===== src/rtl/rtc_alarm_regs.svh =====
`ifndef RTC_ALARM_REGS_SVH
`define RTC_ALARM_REGS_SVH
// Register indices; byte address is four times the index
`define IDX_HUND 5'h00
`define IDX_ALM0 5'h08
`define IDX_INTR 5'h10
`define IDX_CMD 5'h11
// Command bit positions
`define CMD_FSEL_LO 0
`define CMD_RUN 3
`define CMD_IE 4
`define CMD_TEST 5
// Status bit positions
`define ST_ALARM 0
`define ST_HUND 1
`define ST_TENTH 2
`define ST_SEC 3
`define ST_MIN 4
`define ST_HOUR 5
`define ST_DAY 6
`define ST_GLOBAL 7
// Reset values
`define CMD_RST 6'h00
`define MASK_RST 7'h00
// Timing counts
`define TICK_HZ 23'd4000
`define DIV_100 6'd40
`define DIV_10 4'd10
`define OSC_F0 23'd32768
`define OSC_F1 23'd1048576
`define OSC_F2 23'd2097152
`define OSC_F3 23'd4194304
// Bus answers
`define RESP_OKAY 2'h0
`define RESP_SLVERR 2'h2
`endif


===== src/rtl/rtc_alarm_pkg.sv =====
package rtc_alarm_pkg;
  typedef logic [7:0] byte_t;
  typedef enum logic [1:0] {
    fsel_32k = 2'h0,
    fsel_1m = 2'h1,
    fsel_2m = 2'h2,
    fsel_4m = 2'h3
  } fsel_t;
endpackage : rtc_alarm_pkg


===== src/rtl/rtc_alarm_interrupt_latch.sv =====
// Function
// Alarm memory of 51 bits, one word per counter.
// Alarm flag when all unmasked alarm words equal their counters.
// Mask bit at 1 drops that word from the compare.
// Six periodic sources: 100Hz, 10Hz, second, minute, hour, day.
// 100Hz and 10Hz by fractional division, zero average error.
// Periodic and alarm events both feed the interrupt independently.
// Mask bits D1..D6 enable the matching periodic status bits.
// Status read returns cause flags and clears them.
// Flags set on every increment or match, mask regardless.
// Host checks slowest enabled flag first.
// D7 set when the interrupt was really driven.
// Interrupt armed only with enable bit and some mask bit set.
// Masked flag setting turns interrupt on and sets global flag.
// Status read releases the interrupt output.
// Interrupts continue during backup supply.
// Power fail blocks all bus reads and writes.
// Backup operation limited to timekeeping and interrupts.
// Run bit gates the 100Hz tick; stopped counters freeze.
// Host stops, writes time, then starts the clock.
// Hundredths read snapshots all counters for later reads.
// Tick during a read is postponed until the read ends.
// Host keeps read strobes under 0.01s.
// Oscillator divided to 4000Hz by selected ratio, then to 100Hz.
// Status layout: alarm, hundredths..day, global in D7.
// Mask bit D3 enables once-per-second interrupt.
// Unused bits read zero and are ignored on write.
// Event coinciding with clearing read keeps its flag.
// Alarm flag once per match, on the matching tick.
//
// The AXI4-Lite register port and the register addresses were left to the implementer.
`timescale 1ns/1ps
`default_nettype none
`include "rtc_alarm_regs.svh"
module rtc_alarm_interrupt_latch import rtc_alarm_pkg::*; (
  input wire logic sys_clk,
  input wire logic rst_b,
  input wire logic osc_pin,
  input wire logic pwr_fail_pin,
  output logic irq_out,
  output logic irq_oe,
  input wire logic [6:0] s_axi_awaddr,
  input wire logic s_axi_awvalid,
  output logic s_axi_awready,
  input wire logic [31:0] s_axi_wdata,
  input wire logic [3:0] s_axi_wstrb,
  input wire logic s_axi_wvalid,
  output logic s_axi_wready,
  output logic [1:0] s_axi_bresp,
  output logic s_axi_bvalid,
  input wire logic s_axi_bready,
  input wire logic [6:0] s_axi_araddr,
  input wire logic s_axi_arvalid,
  output logic s_axi_arready,
  output logic [31:0] s_axi_rdata,
  output logic [1:0] s_axi_rresp,
  output logic s_axi_rvalid,
  input wire logic s_axi_rready
);
  // ****************************************
  // Word layout tables
  // ****************************************
  // Order: hund, hours, min, sec, month, date, year, weekday
  localparam logic [63:0] CNT_W = 64'h7F1F3F3F0F1F7F07;
  localparam logic [63:0] ALM_W = 64'hFF5FBFBF8F9FFF87;
  localparam logic [63:0] M_BIT = 64'h8040808080808080;
  localparam logic [63:0] CNT_MAX = 64'h63173B3B0C1F6306;
  localparam logic [63:0] CNT_MIN = 64'h0000000001010000;
  function automatic byte_t tb8(input logic [63:0] t, input int i);
    tb8 = t[63-8*i -: 8];
  endfunction : tb8

  byte_t cnt_ff [8];
  byte_t alm_ff [8];
  byte_t snap_ff [8];
  logic [5:0] cmd_ff;
  logic [6:0] mask_ff;
  logic [7:0] stat_ff;
  logic irq_ff;

  // ****************************************
  // Pin synchronisers
  // ****************************************
  // Three stages; value moves once stages two and three agree
  logic [2:0] osc_s_ff;
  logic [2:0] pf_s_ff;
  logic osc_lvl_ff;
  logic pf_lvl_ff;
  always_ff @(posedge sys_clk) begin
    if (!rst_b) begin
      osc_s_ff <= 3'h0;
      pf_s_ff <= 3'h0;
      osc_lvl_ff <= 1'b0;
      pf_lvl_ff <= 1'b0;
    end else begin
      osc_s_ff <= {osc_s_ff[1:0], osc_pin};
      pf_s_ff <= {pf_s_ff[1:0], pwr_fail_pin};
      if (osc_s_ff[1] == osc_s_ff[2]) osc_lvl_ff <= osc_s_ff[2];
      if (pf_s_ff[1] == pf_s_ff[2]) pf_lvl_ff <= pf_s_ff[2];
    end
  end
  logic osc_rise;
  assign osc_rise = (osc_s_ff[1] == osc_s_ff[2]) && osc_s_ff[2] && !osc_lvl_ff;

  // ****************************************
  // Tick dividers
  // ****************************************
  // Fractional accumulator: crystal rates are powers of two
  logic [22:0] acc_ff;
  logic [22:0] nxt_acc;
  logic [22:0] fdiv;
  logic [5:0] div100_ff;
  logic tick100_ff;
  always_comb begin
    case (fsel_t'(cmd_ff[`CMD_FSEL_LO +: 2]))
      fsel_32k: fdiv = `OSC_F0;
      fsel_1m: fdiv = `OSC_F1;
      fsel_2m: fdiv = `OSC_F2;
      default: fdiv = `OSC_F3;
    endcase
    nxt_acc = acc_ff + `TICK_HZ;
  end
  always_ff @(posedge sys_clk) begin
    if (!rst_b) begin
      acc_ff <= 23'h0;
      div100_ff <= 6'h0;
      tick100_ff <= 1'b0;
    end else begin
      tick100_ff <= 1'b0;
      if (cmd_ff[`CMD_TEST]) begin
        tick100_ff <= osc_rise & cmd_ff[`CMD_RUN];
      end else if (osc_rise) begin
        if (nxt_acc >= fdiv) begin
          acc_ff <= nxt_acc - fdiv;
          if (div100_ff == `DIV_100 - 6'd1) begin
            div100_ff <= 6'h0;
            tick100_ff <= cmd_ff[`CMD_RUN];
          end else begin
            div100_ff <= div100_ff + 6'd1;
          end
        end else begin
          acc_ff <= nxt_acc;
        end
      end
    end
  end

  // ****************************************
  // Bus slave
  // ****************************************
  logic aw_held_ff;
  logic w_held_ff;
  logic [4:0] aw_idx_ff;
  byte_t wd_ff;
  logic wen_ff;
  logic bvalid_ff;
  logic [1:0] bresp_ff;
  logic rvalid_ff;
  logic [1:0] rresp_ff;
  byte_t rdata_ff;
  logic do_wr;
  logic do_rd;
  logic [4:0] ar_idx;
  assign do_wr = aw_held_ff && w_held_ff && !bvalid_ff;
  assign do_rd = s_axi_arvalid && s_axi_arready;
  assign ar_idx = s_axi_araddr[6:2];
  // Address and data taken in either order, held until answered
  always_ff @(posedge sys_clk) begin
    if (!rst_b) begin
      aw_held_ff <= 1'b0;
      w_held_ff <= 1'b0;
      aw_idx_ff <= 5'h0;
      wd_ff <= 8'h0;
      wen_ff <= 1'b0;
      bvalid_ff <= 1'b0;
      bresp_ff <= `RESP_OKAY;
    end else begin
      if (s_axi_awvalid && s_axi_awready) begin
        aw_held_ff <= 1'b1;
        aw_idx_ff <= s_axi_awaddr[6:2];
      end
      if (s_axi_wvalid && s_axi_wready) begin
        w_held_ff <= 1'b1;
        wd_ff <= s_axi_wdata[7:0];
        wen_ff <= s_axi_wstrb[0];
      end
      if (do_wr) begin
        aw_held_ff <= 1'b0;
        w_held_ff <= 1'b0;
        bvalid_ff <= 1'b1;
        bresp_ff <= (pf_lvl_ff || aw_idx_ff > `IDX_CMD) ? `RESP_SLVERR : `RESP_OKAY;
      end else if (s_axi_bready) begin
        bvalid_ff <= 1'b0;
      end
    end
  end
  assign s_axi_awready = !aw_held_ff;
  assign s_axi_wready = !w_held_ff;
  assign s_axi_bvalid = bvalid_ff;
  assign s_axi_bresp = bresp_ff;

  logic wr_ok;
  assign wr_ok = do_wr && wen_ff && !pf_lvl_ff;

  // Read answer one cycle after the address is taken
  always_ff @(posedge sys_clk) begin
    if (!rst_b) begin
      rvalid_ff <= 1'b0;
      rresp_ff <= `RESP_OKAY;
      rdata_ff <= 8'h0;
    end else if (do_rd) begin
      rvalid_ff <= 1'b1;
      rresp_ff <= `RESP_OKAY;
      rdata_ff <= 8'h0;
      if (pf_lvl_ff || ar_idx > `IDX_CMD) begin
        rresp_ff <= `RESP_SLVERR;
      end else if (ar_idx == `IDX_HUND) begin
        rdata_ff <= cnt_ff[0];
      end else if (ar_idx < `IDX_ALM0) begin
        rdata_ff <= snap_ff[ar_idx[2:0]];
      end else if (ar_idx < `IDX_INTR) begin
        rdata_ff <= alm_ff[ar_idx[2:0]];
      end else if (ar_idx == `IDX_INTR) begin
        rdata_ff <= stat_ff;
      end
    end else if (s_axi_rready) begin
      rvalid_ff <= 1'b0;
    end
  end
  assign s_axi_arready = !rvalid_ff;
  assign s_axi_rvalid = rvalid_ff;
  assign s_axi_rresp = rresp_ff;
  assign s_axi_rdata = {24'h0, rdata_ff};

  logic hund_rd;
  logic stat_rd;
  assign hund_rd = do_rd && !pf_lvl_ff && ar_idx == `IDX_HUND;
  assign stat_rd = do_rd && !pf_lvl_ff && ar_idx == `IDX_INTR;

  // ****************************************
  // Counters and snapshot
  // ****************************************
  // Tick held back while a read answer is on the bus
  logic pend_ff;
  logic step;
  logic step_d_ff;
  assign step = !rvalid_ff && (tick100_ff || pend_ff);
  always_ff @(posedge sys_clk) begin
    if (!rst_b) begin
      pend_ff <= 1'b0;
      step_d_ff <= 1'b0;
    end else begin
      pend_ff <= rvalid_ff && (tick100_ff || pend_ff);
      step_d_ff <= step;
    end
  end

  // Carry chain: each word rolls when all faster words roll
  logic [7:0] roll;
  logic [6:0] ev;
  always_comb begin
    roll[0] = step;
    for (int i = 1; i < 8; i++) roll[i] = 1'b0;
    roll[3] = step && cnt_ff[0] == tb8(CNT_MAX, 0);
    roll[2] = roll[3] && cnt_ff[3] == tb8(CNT_MAX, 3);
    roll[1] = roll[2] && cnt_ff[2] == tb8(CNT_MAX, 2);
    roll[5] = roll[1] && cnt_ff[1] == tb8(CNT_MAX, 1);
    roll[7] = roll[5];
    roll[4] = roll[5] && cnt_ff[5] == tb8(CNT_MAX, 5);
    roll[6] = roll[4] && cnt_ff[4] == tb8(CNT_MAX, 4);
    ev = 7'h0;
    ev[`ST_HUND] = step;
    ev[`ST_TENTH] = step && (cnt_ff[0] % 8'd10) == 8'd9;
    ev[`ST_SEC] = roll[3];
    ev[`ST_MIN] = roll[2];
    ev[`ST_HOUR] = roll[1];
    ev[`ST_DAY] = roll[5];
  end

  always_ff @(posedge sys_clk) begin
    if (!rst_b) begin
      for (int i = 0; i < 8; i++) cnt_ff[i] <= tb8(CNT_MIN, i);
    end else begin
      for (int i = 0; i < 8; i++) begin
        if (wr_ok && aw_idx_ff == 5'(i)) begin
          cnt_ff[i] <= wd_ff & tb8(CNT_W, i);
        end else if (roll[i]) begin
          cnt_ff[i] <= (cnt_ff[i] == tb8(CNT_MAX, i)) ?
            tb8(CNT_MIN, i) : cnt_ff[i] + 8'd1;
        end
      end
    end
  end

  // Snapshot keeps a coherent set for the slower words
  always_ff @(posedge sys_clk) begin
    if (!rst_b) begin
      for (int i = 0; i < 8; i++) snap_ff[i] <= 8'h0;
    end else if (hund_rd) begin
      for (int i = 0; i < 8; i++) snap_ff[i] <= cnt_ff[i];
    end
  end

  // ****************************************
  // Alarm memory and compare
  // ****************************************
  always_ff @(posedge sys_clk) begin
    if (!rst_b) begin
      for (int i = 0; i < 8; i++) alm_ff[i] <= 8'h0;
    end else if (wr_ok && aw_idx_ff[4:3] == 2'b01) begin
      alm_ff[aw_idx_ff[2:0]] <= wd_ff & tb8(ALM_W, 32'(aw_idx_ff[2:0]));
    end
  end

  logic match;
  always_comb begin
    match = 1'b1;
    for (int i = 0; i < 8; i++) begin
      if ((alm_ff[i] & tb8(M_BIT, i)) == 8'h0 &&
          (alm_ff[i] & tb8(CNT_W, i)) != cnt_ff[i]) begin
        match = 1'b0;
      end
    end
  end
  logic alarm_ev;
  assign alarm_ev = step_d_ff && match;

  // ****************************************
  // Status, mask, command, interrupt
  // ****************************************
  logic [6:0] set_v;
  logic armed;
  logic fire;
  assign set_v = {ev[6:1], alarm_ev};
  assign armed = cmd_ff[`CMD_IE] && (|mask_ff);
  assign fire = armed && (|(set_v & mask_ff));

  always_ff @(posedge sys_clk) begin
    if (!rst_b) begin
      cmd_ff <= `CMD_RST;
      mask_ff <= `MASK_RST;
    end else if (wr_ok) begin
      if (aw_idx_ff == `IDX_CMD) cmd_ff <= wd_ff[5:0];
      if (aw_idx_ff == `IDX_INTR) mask_ff <= wd_ff[6:0];
    end
  end

  // Set wins over the clearing read so no event is lost
  always_ff @(posedge sys_clk) begin
    if (!rst_b) begin
      stat_ff <= 8'h0;
    end else begin
      stat_ff[6:0] <= (stat_rd ? 7'h0 : stat_ff[6:0]) | set_v;
      stat_ff[`ST_GLOBAL] <= fire || (!stat_rd && stat_ff[`ST_GLOBAL]);
    end
  end

  // Open-drain output: pin driven low while enabled
  always_ff @(posedge sys_clk) begin
    if (!rst_b) begin
      irq_ff <= 1'b0;
    end else begin
      irq_ff <= fire || (!stat_rd && irq_ff);
    end
  end
  assign irq_oe = irq_ff;
  assign irq_out = 1'b0;
endmodule : rtc_alarm_interrupt_latch
`default_nettype wire


===== config.mk =====
export PLATFORM = sky130hd
export DESIGN_NAME = rtc_alarm_interrupt_latch
export DESIGN_NICKNAME = d
export VERILOG_FILES = /design/src/rtl/rtc_alarm_pkg.sv /design/src/rtl/rtc_alarm_interrupt_latch.sv
export VERILOG_INCLUDE_DIRS = /design/src /design/src/rtl
export SDC_FILE = /design/constraint.sdc
export NUM_CORES = 1
export LEC_CHECK = 0
export BUFFER_PORTS_ARGS = -buffer_cell sky130_fd_sc_hd__buf_2
export CAP_MARGIN = 20
export CELL_PAD_IN_SITES_DETAIL_PLACEMENT = 1
export CELL_PAD_IN_SITES_GLOBAL_PLACEMENT = 1
export CORE_MARGIN = 4
export CORE_UTILIZATION = 30
export DETAILED_ROUTE_END_ITERATION = 10
export HOLD_SLACK_MARGIN = 0.1
export PLACE_DENSITY_LB_ADDON = 0.1
export SKIP_CTS_REPAIR_TIMING = 1
export SLEW_MARGIN = 15
export SYNTH_ARGS = -nofsm -noshare
export SYNTH_HDL_FRONTEND = slang
export SYNTH_SLANG_ARGS = --single-unit

===== constraint.sdc =====
create_clock -name sys_clk -period 8.3 [get_ports sys_clk]
set_clock_uncertainty 0.2 [all_clocks]
set_input_delay 0.415 -clock sys_clk [delete_from_list [all_inputs] [get_ports sys_clk]]
set_output_delay 0.415 -clock sys_clk [all_outputs]
set_load 0.02 [all_outputs]

After elaboration in Yosys (flattened, before gate mapping)
Memories as Yosys holds them, arrays and structs flattened. Index checks and enable logic that the tools add are counted.

Add/subtract/negate cells: 12. Div/mod/pow operators: 1. Magnitude comparators: 5. Equal/unequal tests: 33. Shift operators: 1. Multiplexer cells: 124. Bitwise logic cells: 30. Reduce and logical (&&, ||, !) cells: 76.

Operators by type and width (number): $mux W8 (38); $mux W1 (79); $shiftx A71 B7 Y8 const A (1); $pmux W23 S3 (1); $add A8 B1 Y8 const B (8); $logic_not A8 Y1 (8); $logic_and A1 B1 Y1 (43); $or A1 B1 Y1 (24); $add A23 B12 Y23 const B (1); $ge A23 B23 Y1 (1); $mux W23 (1); $sub A23 B23 Y23 (1); $eq A5 B3 Y1 const B (4); $eq A8 B4 Y1 const B (2); $eq A8 B5 Y1 const B (2); $eq A8 B6 Y1 const B (2); $eq A8 B7 Y1 const B (2); $ne A5 B8 Y1 (2); $ne A6 B8 Y1 (2); $ne A7 B8 Y1 (2); $eq A5 B5 Y1 const B (3); $reduce_or A7 Y1 (2); $eq A5 B2 Y1 const B (2); $gt A5 B5 Y1 const B (2); other kinds (31) (49).

Flip-flop bits (word level): 92. RAM bits: 192. Input port bits: 59. Memories: 3.

Memories: alm_ff (words 8, width 8, read ports 9, clocked after Yosys merged registers in 0, write ports 8, line rtc_alarm_interrupt_latch.sv:74) `byte_t alm_ff [8];`; cnt_ff (words 8, width 8, read ports 8, clocked after Yosys merged registers in 0, write ports 8, line rtc_alarm_interrupt_latch.sv:73) `byte_t cnt_ff [8];`; snap_ff (words 8, width 8, read ports 1, clocked after Yosys merged registers in 0, write ports 8, line rtc_alarm_interrupt_latch.sv:75) `byte_t snap_ff [8];`.

Depth between registers and ports, before layout
An unclocked memory read counts as a cell.

Depth in word-level cells: 16. Depth in mapped cells: 13.

Worst setup path after synthesis
OpenSTA, ideal clock, no wires.

Path kind: input -> register. Start: in s_axi_araddr[3]. End: mem snap_ff[0][0] (netlist bit) (enable). Arrival: 5893 ps. Data required time: 7526 ps. Slack: 1632 ps. Cell stages on the path: 5. Path buffers: 2. Path through: buf_2 -> buf_2 -> nor4_4 -> nand2_1 -> o21ai_0.

RTL lines: from (decl) (line rtc_alarm_interrupt_latch.sv:52) `input wire logic [6:0] s_axi_araddr,`; to (decl) (line rtc_alarm_interrupt_latch.sv:75).

==> out/results.md <==
### Outcome
• **run status** finished, final reports clean

### Pwr
• **Static Leakage** 0.00593 uW
• **switching pwr** 866 uW
• **Sequential Power Share** 46.8%
• **fraction of power spent switching nets** 25.6%
• **combinational group share of total power** 8.4%
• **internal portion of total power** 2520 uW
• **Clk network pwr share** 44.9%
• **maximum vdd drop** 112 uV
• **Cell Pwr Density** 202 mW/mm^2

### Layout
• **most frequent standard cell in the layout excluding fill and tap cells** nor2_1
• **share of post-route cells with drive strength above 1** 12.2%
• **final core utilization** 34.8%
• **area taken by flip-flops and latches** 0.00745 sq mm
• **final-stage net count** 1529
• **number of fill cells in the layout** 5361
• **leading cell types in the layout, fill and taps excluded** nor2_1 (214), edfxtp_1 (192), nand2_1 (102)
• **Layout area overhead** 14.1%
• **footprint of the multi-input gates** 0.00673 sq mm

### Yosys
• **main combinational cell family by area after synthesis** simple AND/OR/NAND/NOR gates
• **top area cells in the synthesized netlist** edfxtp_1 (39%), dfxtp_1 (11%), mux4_2 (6.1%), nor2_1 (5.5%), xor2_1 (3.7%)
• **distinct cell type count after synthesis** 75
• **parity-gate share of the synthesized area counting xor and xnor cells** 6.69%
• **sequential area share after synthesis** 50.8%
• **post-synthesis register bit count** 276
• **cell type with the largest total area after synthesis** edfxtp_1
• **cell count after synthesis** 1401
• **Synth Area in Adders** 2.13%
• **Cell Area, Synth** 0.0147 sq mm
• **simple-gate portion of the synthesized area** 19.7%
• **portion of synthesized cell area occupied by the leading cell type** 39.3%
• **multiplexer share of the synthesized area** 7.58%
• **Warnings, synthesis** 0
• **Mean Syn Cell Area** 10.5 sq um
• **number of flops mapped to enable cells by yosys** 192
• **fraction of the mapped netlist area in compound gates** 8.96%
• **Synth Flop Type** edfxtp_1
• **proportion of synthesized flip-flops having asynchronous set or reset** 0%

### Route
• **uppermost layer routed** met4
• **DRC violation count after routing** 0
• **DRT antenna net count** 0
• **met3 wire length** 1760 microns
• **sum of met2 wire segment lengths after detailed routing** 21000 microns
• **1st-pass router iterations** 5
• **overall via count from detail_route** 10600
• **total length of routed wires** 46000 microns
• **post-detailed-route via-to-cell ratio** 5.07
• **average routed wire per standard cell** 22.0 microns
• **First DRT Iteration DRCs** 616
• **Post-Route M1 WL** 22400 microns

### Placement
• **half-perimeter wire length after detailed placement** 32600 microns
• **gpl congestion** 0.782
• **count of buffers inserted at the top-level ports** 43

### Timing
• **Final min period** 3.98 ns
• **RSZ-0062 raised after global routing** false
• **total count of hold-check failures in the final report** 0
• **final worst path period share** 48.0%
• **pins over their slew limit** 0
• **slew of the pin with the lowest slew margin** 1.02 ns
• **Setup violations, final** 0
• **remaining max-slew budget at the tightest pin** 32.0%
• **Hold WS** 0.232 ns
• **summed negative setup slack over all endpoints** 0 ns
• **maximum achievable frequency** 0.251 GHz

### Clock network
• **clk_lat worst skew** 0.54 ns
• **TritonCTS clock tree** yes
• **largest buffer count on any clock path** 3
• **number of buffers created by CTS** 36
• **register clock-pin slew on the reported worst setup and hold paths** 0.06 ns
• **Clk Tree Root Cell** clkbuf_16
• **total clock sinks** 276
• **CTS HTree Levels** 2

### Floorplanning
• **number of standard-cell rows in the floorplan** 80
• **initial cell density of the core** 30.5%
• **Ports** 102
• **die height** 229 microns
• **horizontal die dimension** 229 microns
• **Die Outline Area** 0.0525 sq mm
• **Core Region** 0.0480 sq mm

### Setup path
• **arrival time worst endpoint** 4.17 ns
• **Max Fanout on Critical Path** 18
• **crit start category** flip-flop
• **Worst Path Required** 8.49 ns
• **category of the worst setup path capture point** flip-flop
• **WS Path Type** flip-flop to flip-flop

### Job
• **number of violations of the max-capacitance limit** 0

### Global routing
• **maximum number of pins on one net before global-route repair** 65
• **leftover overflow at the end of global routing** 0
• **initial antenna violation count** 2
• **Overall Global Routing Usage** 17.2%
• **vias in the first global route** 10800
• **wire length of the first global-routing pass** 69400 microns

### Hold path
• **path category of the worst min-delay check** flip-flop to flip-flop

## stage by stage
step	setup WS, ns	power [uW]	cells	instance area [sq um]
6_report	4.32	3380	2088	16700
5_1_grt	3.94	3520	2086	16700
4_1_cts	4.28	3420	2063	16500
3_5_place_dp	4.28	1890	1999	15400
3_3_place_gp	4.36	1890	1999	15400
2_1_floorplan	1.63	1790	1429	14800
## cell usage after synthesis, types with 26 or more instances
cell      instances
nand3_1          67
nand2_1         102
xnor2_1          50
and2_1           77
o21ai_0          26
buf_4            27
nor2_1          214
a21oi_1          83
edfxtp_1        192
inv_1            26
clkbuf_1         55
mux4_2           40
nor3_1           38
dfxtp_1          84
xor2_1           62
## layer usage
layer | track usage (%) | up-vias
li1 | - | 5075
met1 | 25.2 | 5285
met2 | 27.0 | 183
met3 | 2.78 | 51
met4 | 3.71 | 0
met5 | 0 | -
## cell type report
class | count | share of cell area (%)
timing repair buffer | 79 | 3.22
clock buffer | 42 | 5.71
antenna | 2 | 0.0299
tap | 615 | 4.60
inverter | 29 | 0.658
sequential | 276 | 44.5
clock inverter | 22 | 1.06
multi-input combinational | 1023 | 40.2
## final timing paths
| kind | from | to | slack [ns] | cells after the start |
|---|---|---|---|---|
| max | cnt_ff[0][3] | cnt_ff[0][53] | 4.32 | 8 |
| min | osc_s_ff[0] | osc_s_ff[1] | 0.23 | 1 |
| max reg2reg | cnt_ff[0][3] | cnt_ff[0][53] | 4.32 | 8 |
| min reg2reg | osc_s_ff[0] | osc_s_ff[1] | 0.23 | 1 |
## worst max-delay path, stage by stage (launching register included)
cell and delay (ns):
edfxtp_1 0.73, nor3_1 0.37, and4_1 0.54, nand4_1 0.21, nor2_2 0.53, nand4_1 0.51, a21oi_2 0.45, a22oi_1 0.12
nor2_1 0.14
## power by group through the flow
stage	clock [uW]	combinational, uW	sequential [uW]
6_report	1520	283	1580
4_1_cts	1560	279	1580
5_1_grt	1620	310	1590
3_5_place_dp	0	278	1610
2_1_floorplan	0	213	1570
3_3_place_gp	0	275	1610
## state kept, by name, indices dropped and copies added (netlist names), 3 cells and up
register and count:
stat_ff 8, rdata_ff 8, cmd_ff 5, wd_ff 8, mask_ff 7, div100_ff 6, cnt_ff 64, aw_idx_ff 5
pf_s_ff 3, alm_ff 64, snap_ff 64, acc_ff 18, osc_s_ff 3
## cells by family (layout without fill, tap and decap cells)
kind of cell	count (synthesis)	count (layout)
AOI/OAI and AO/OA	203	203
xor gates and xnor gates	112	112
adders and majority gates	25	25
buffers and inverters	130	172
DFF	276	276
muxes	61	61
other	1	31
and+or+nand+nor	593	593
(Power assumes the default switching activity.)
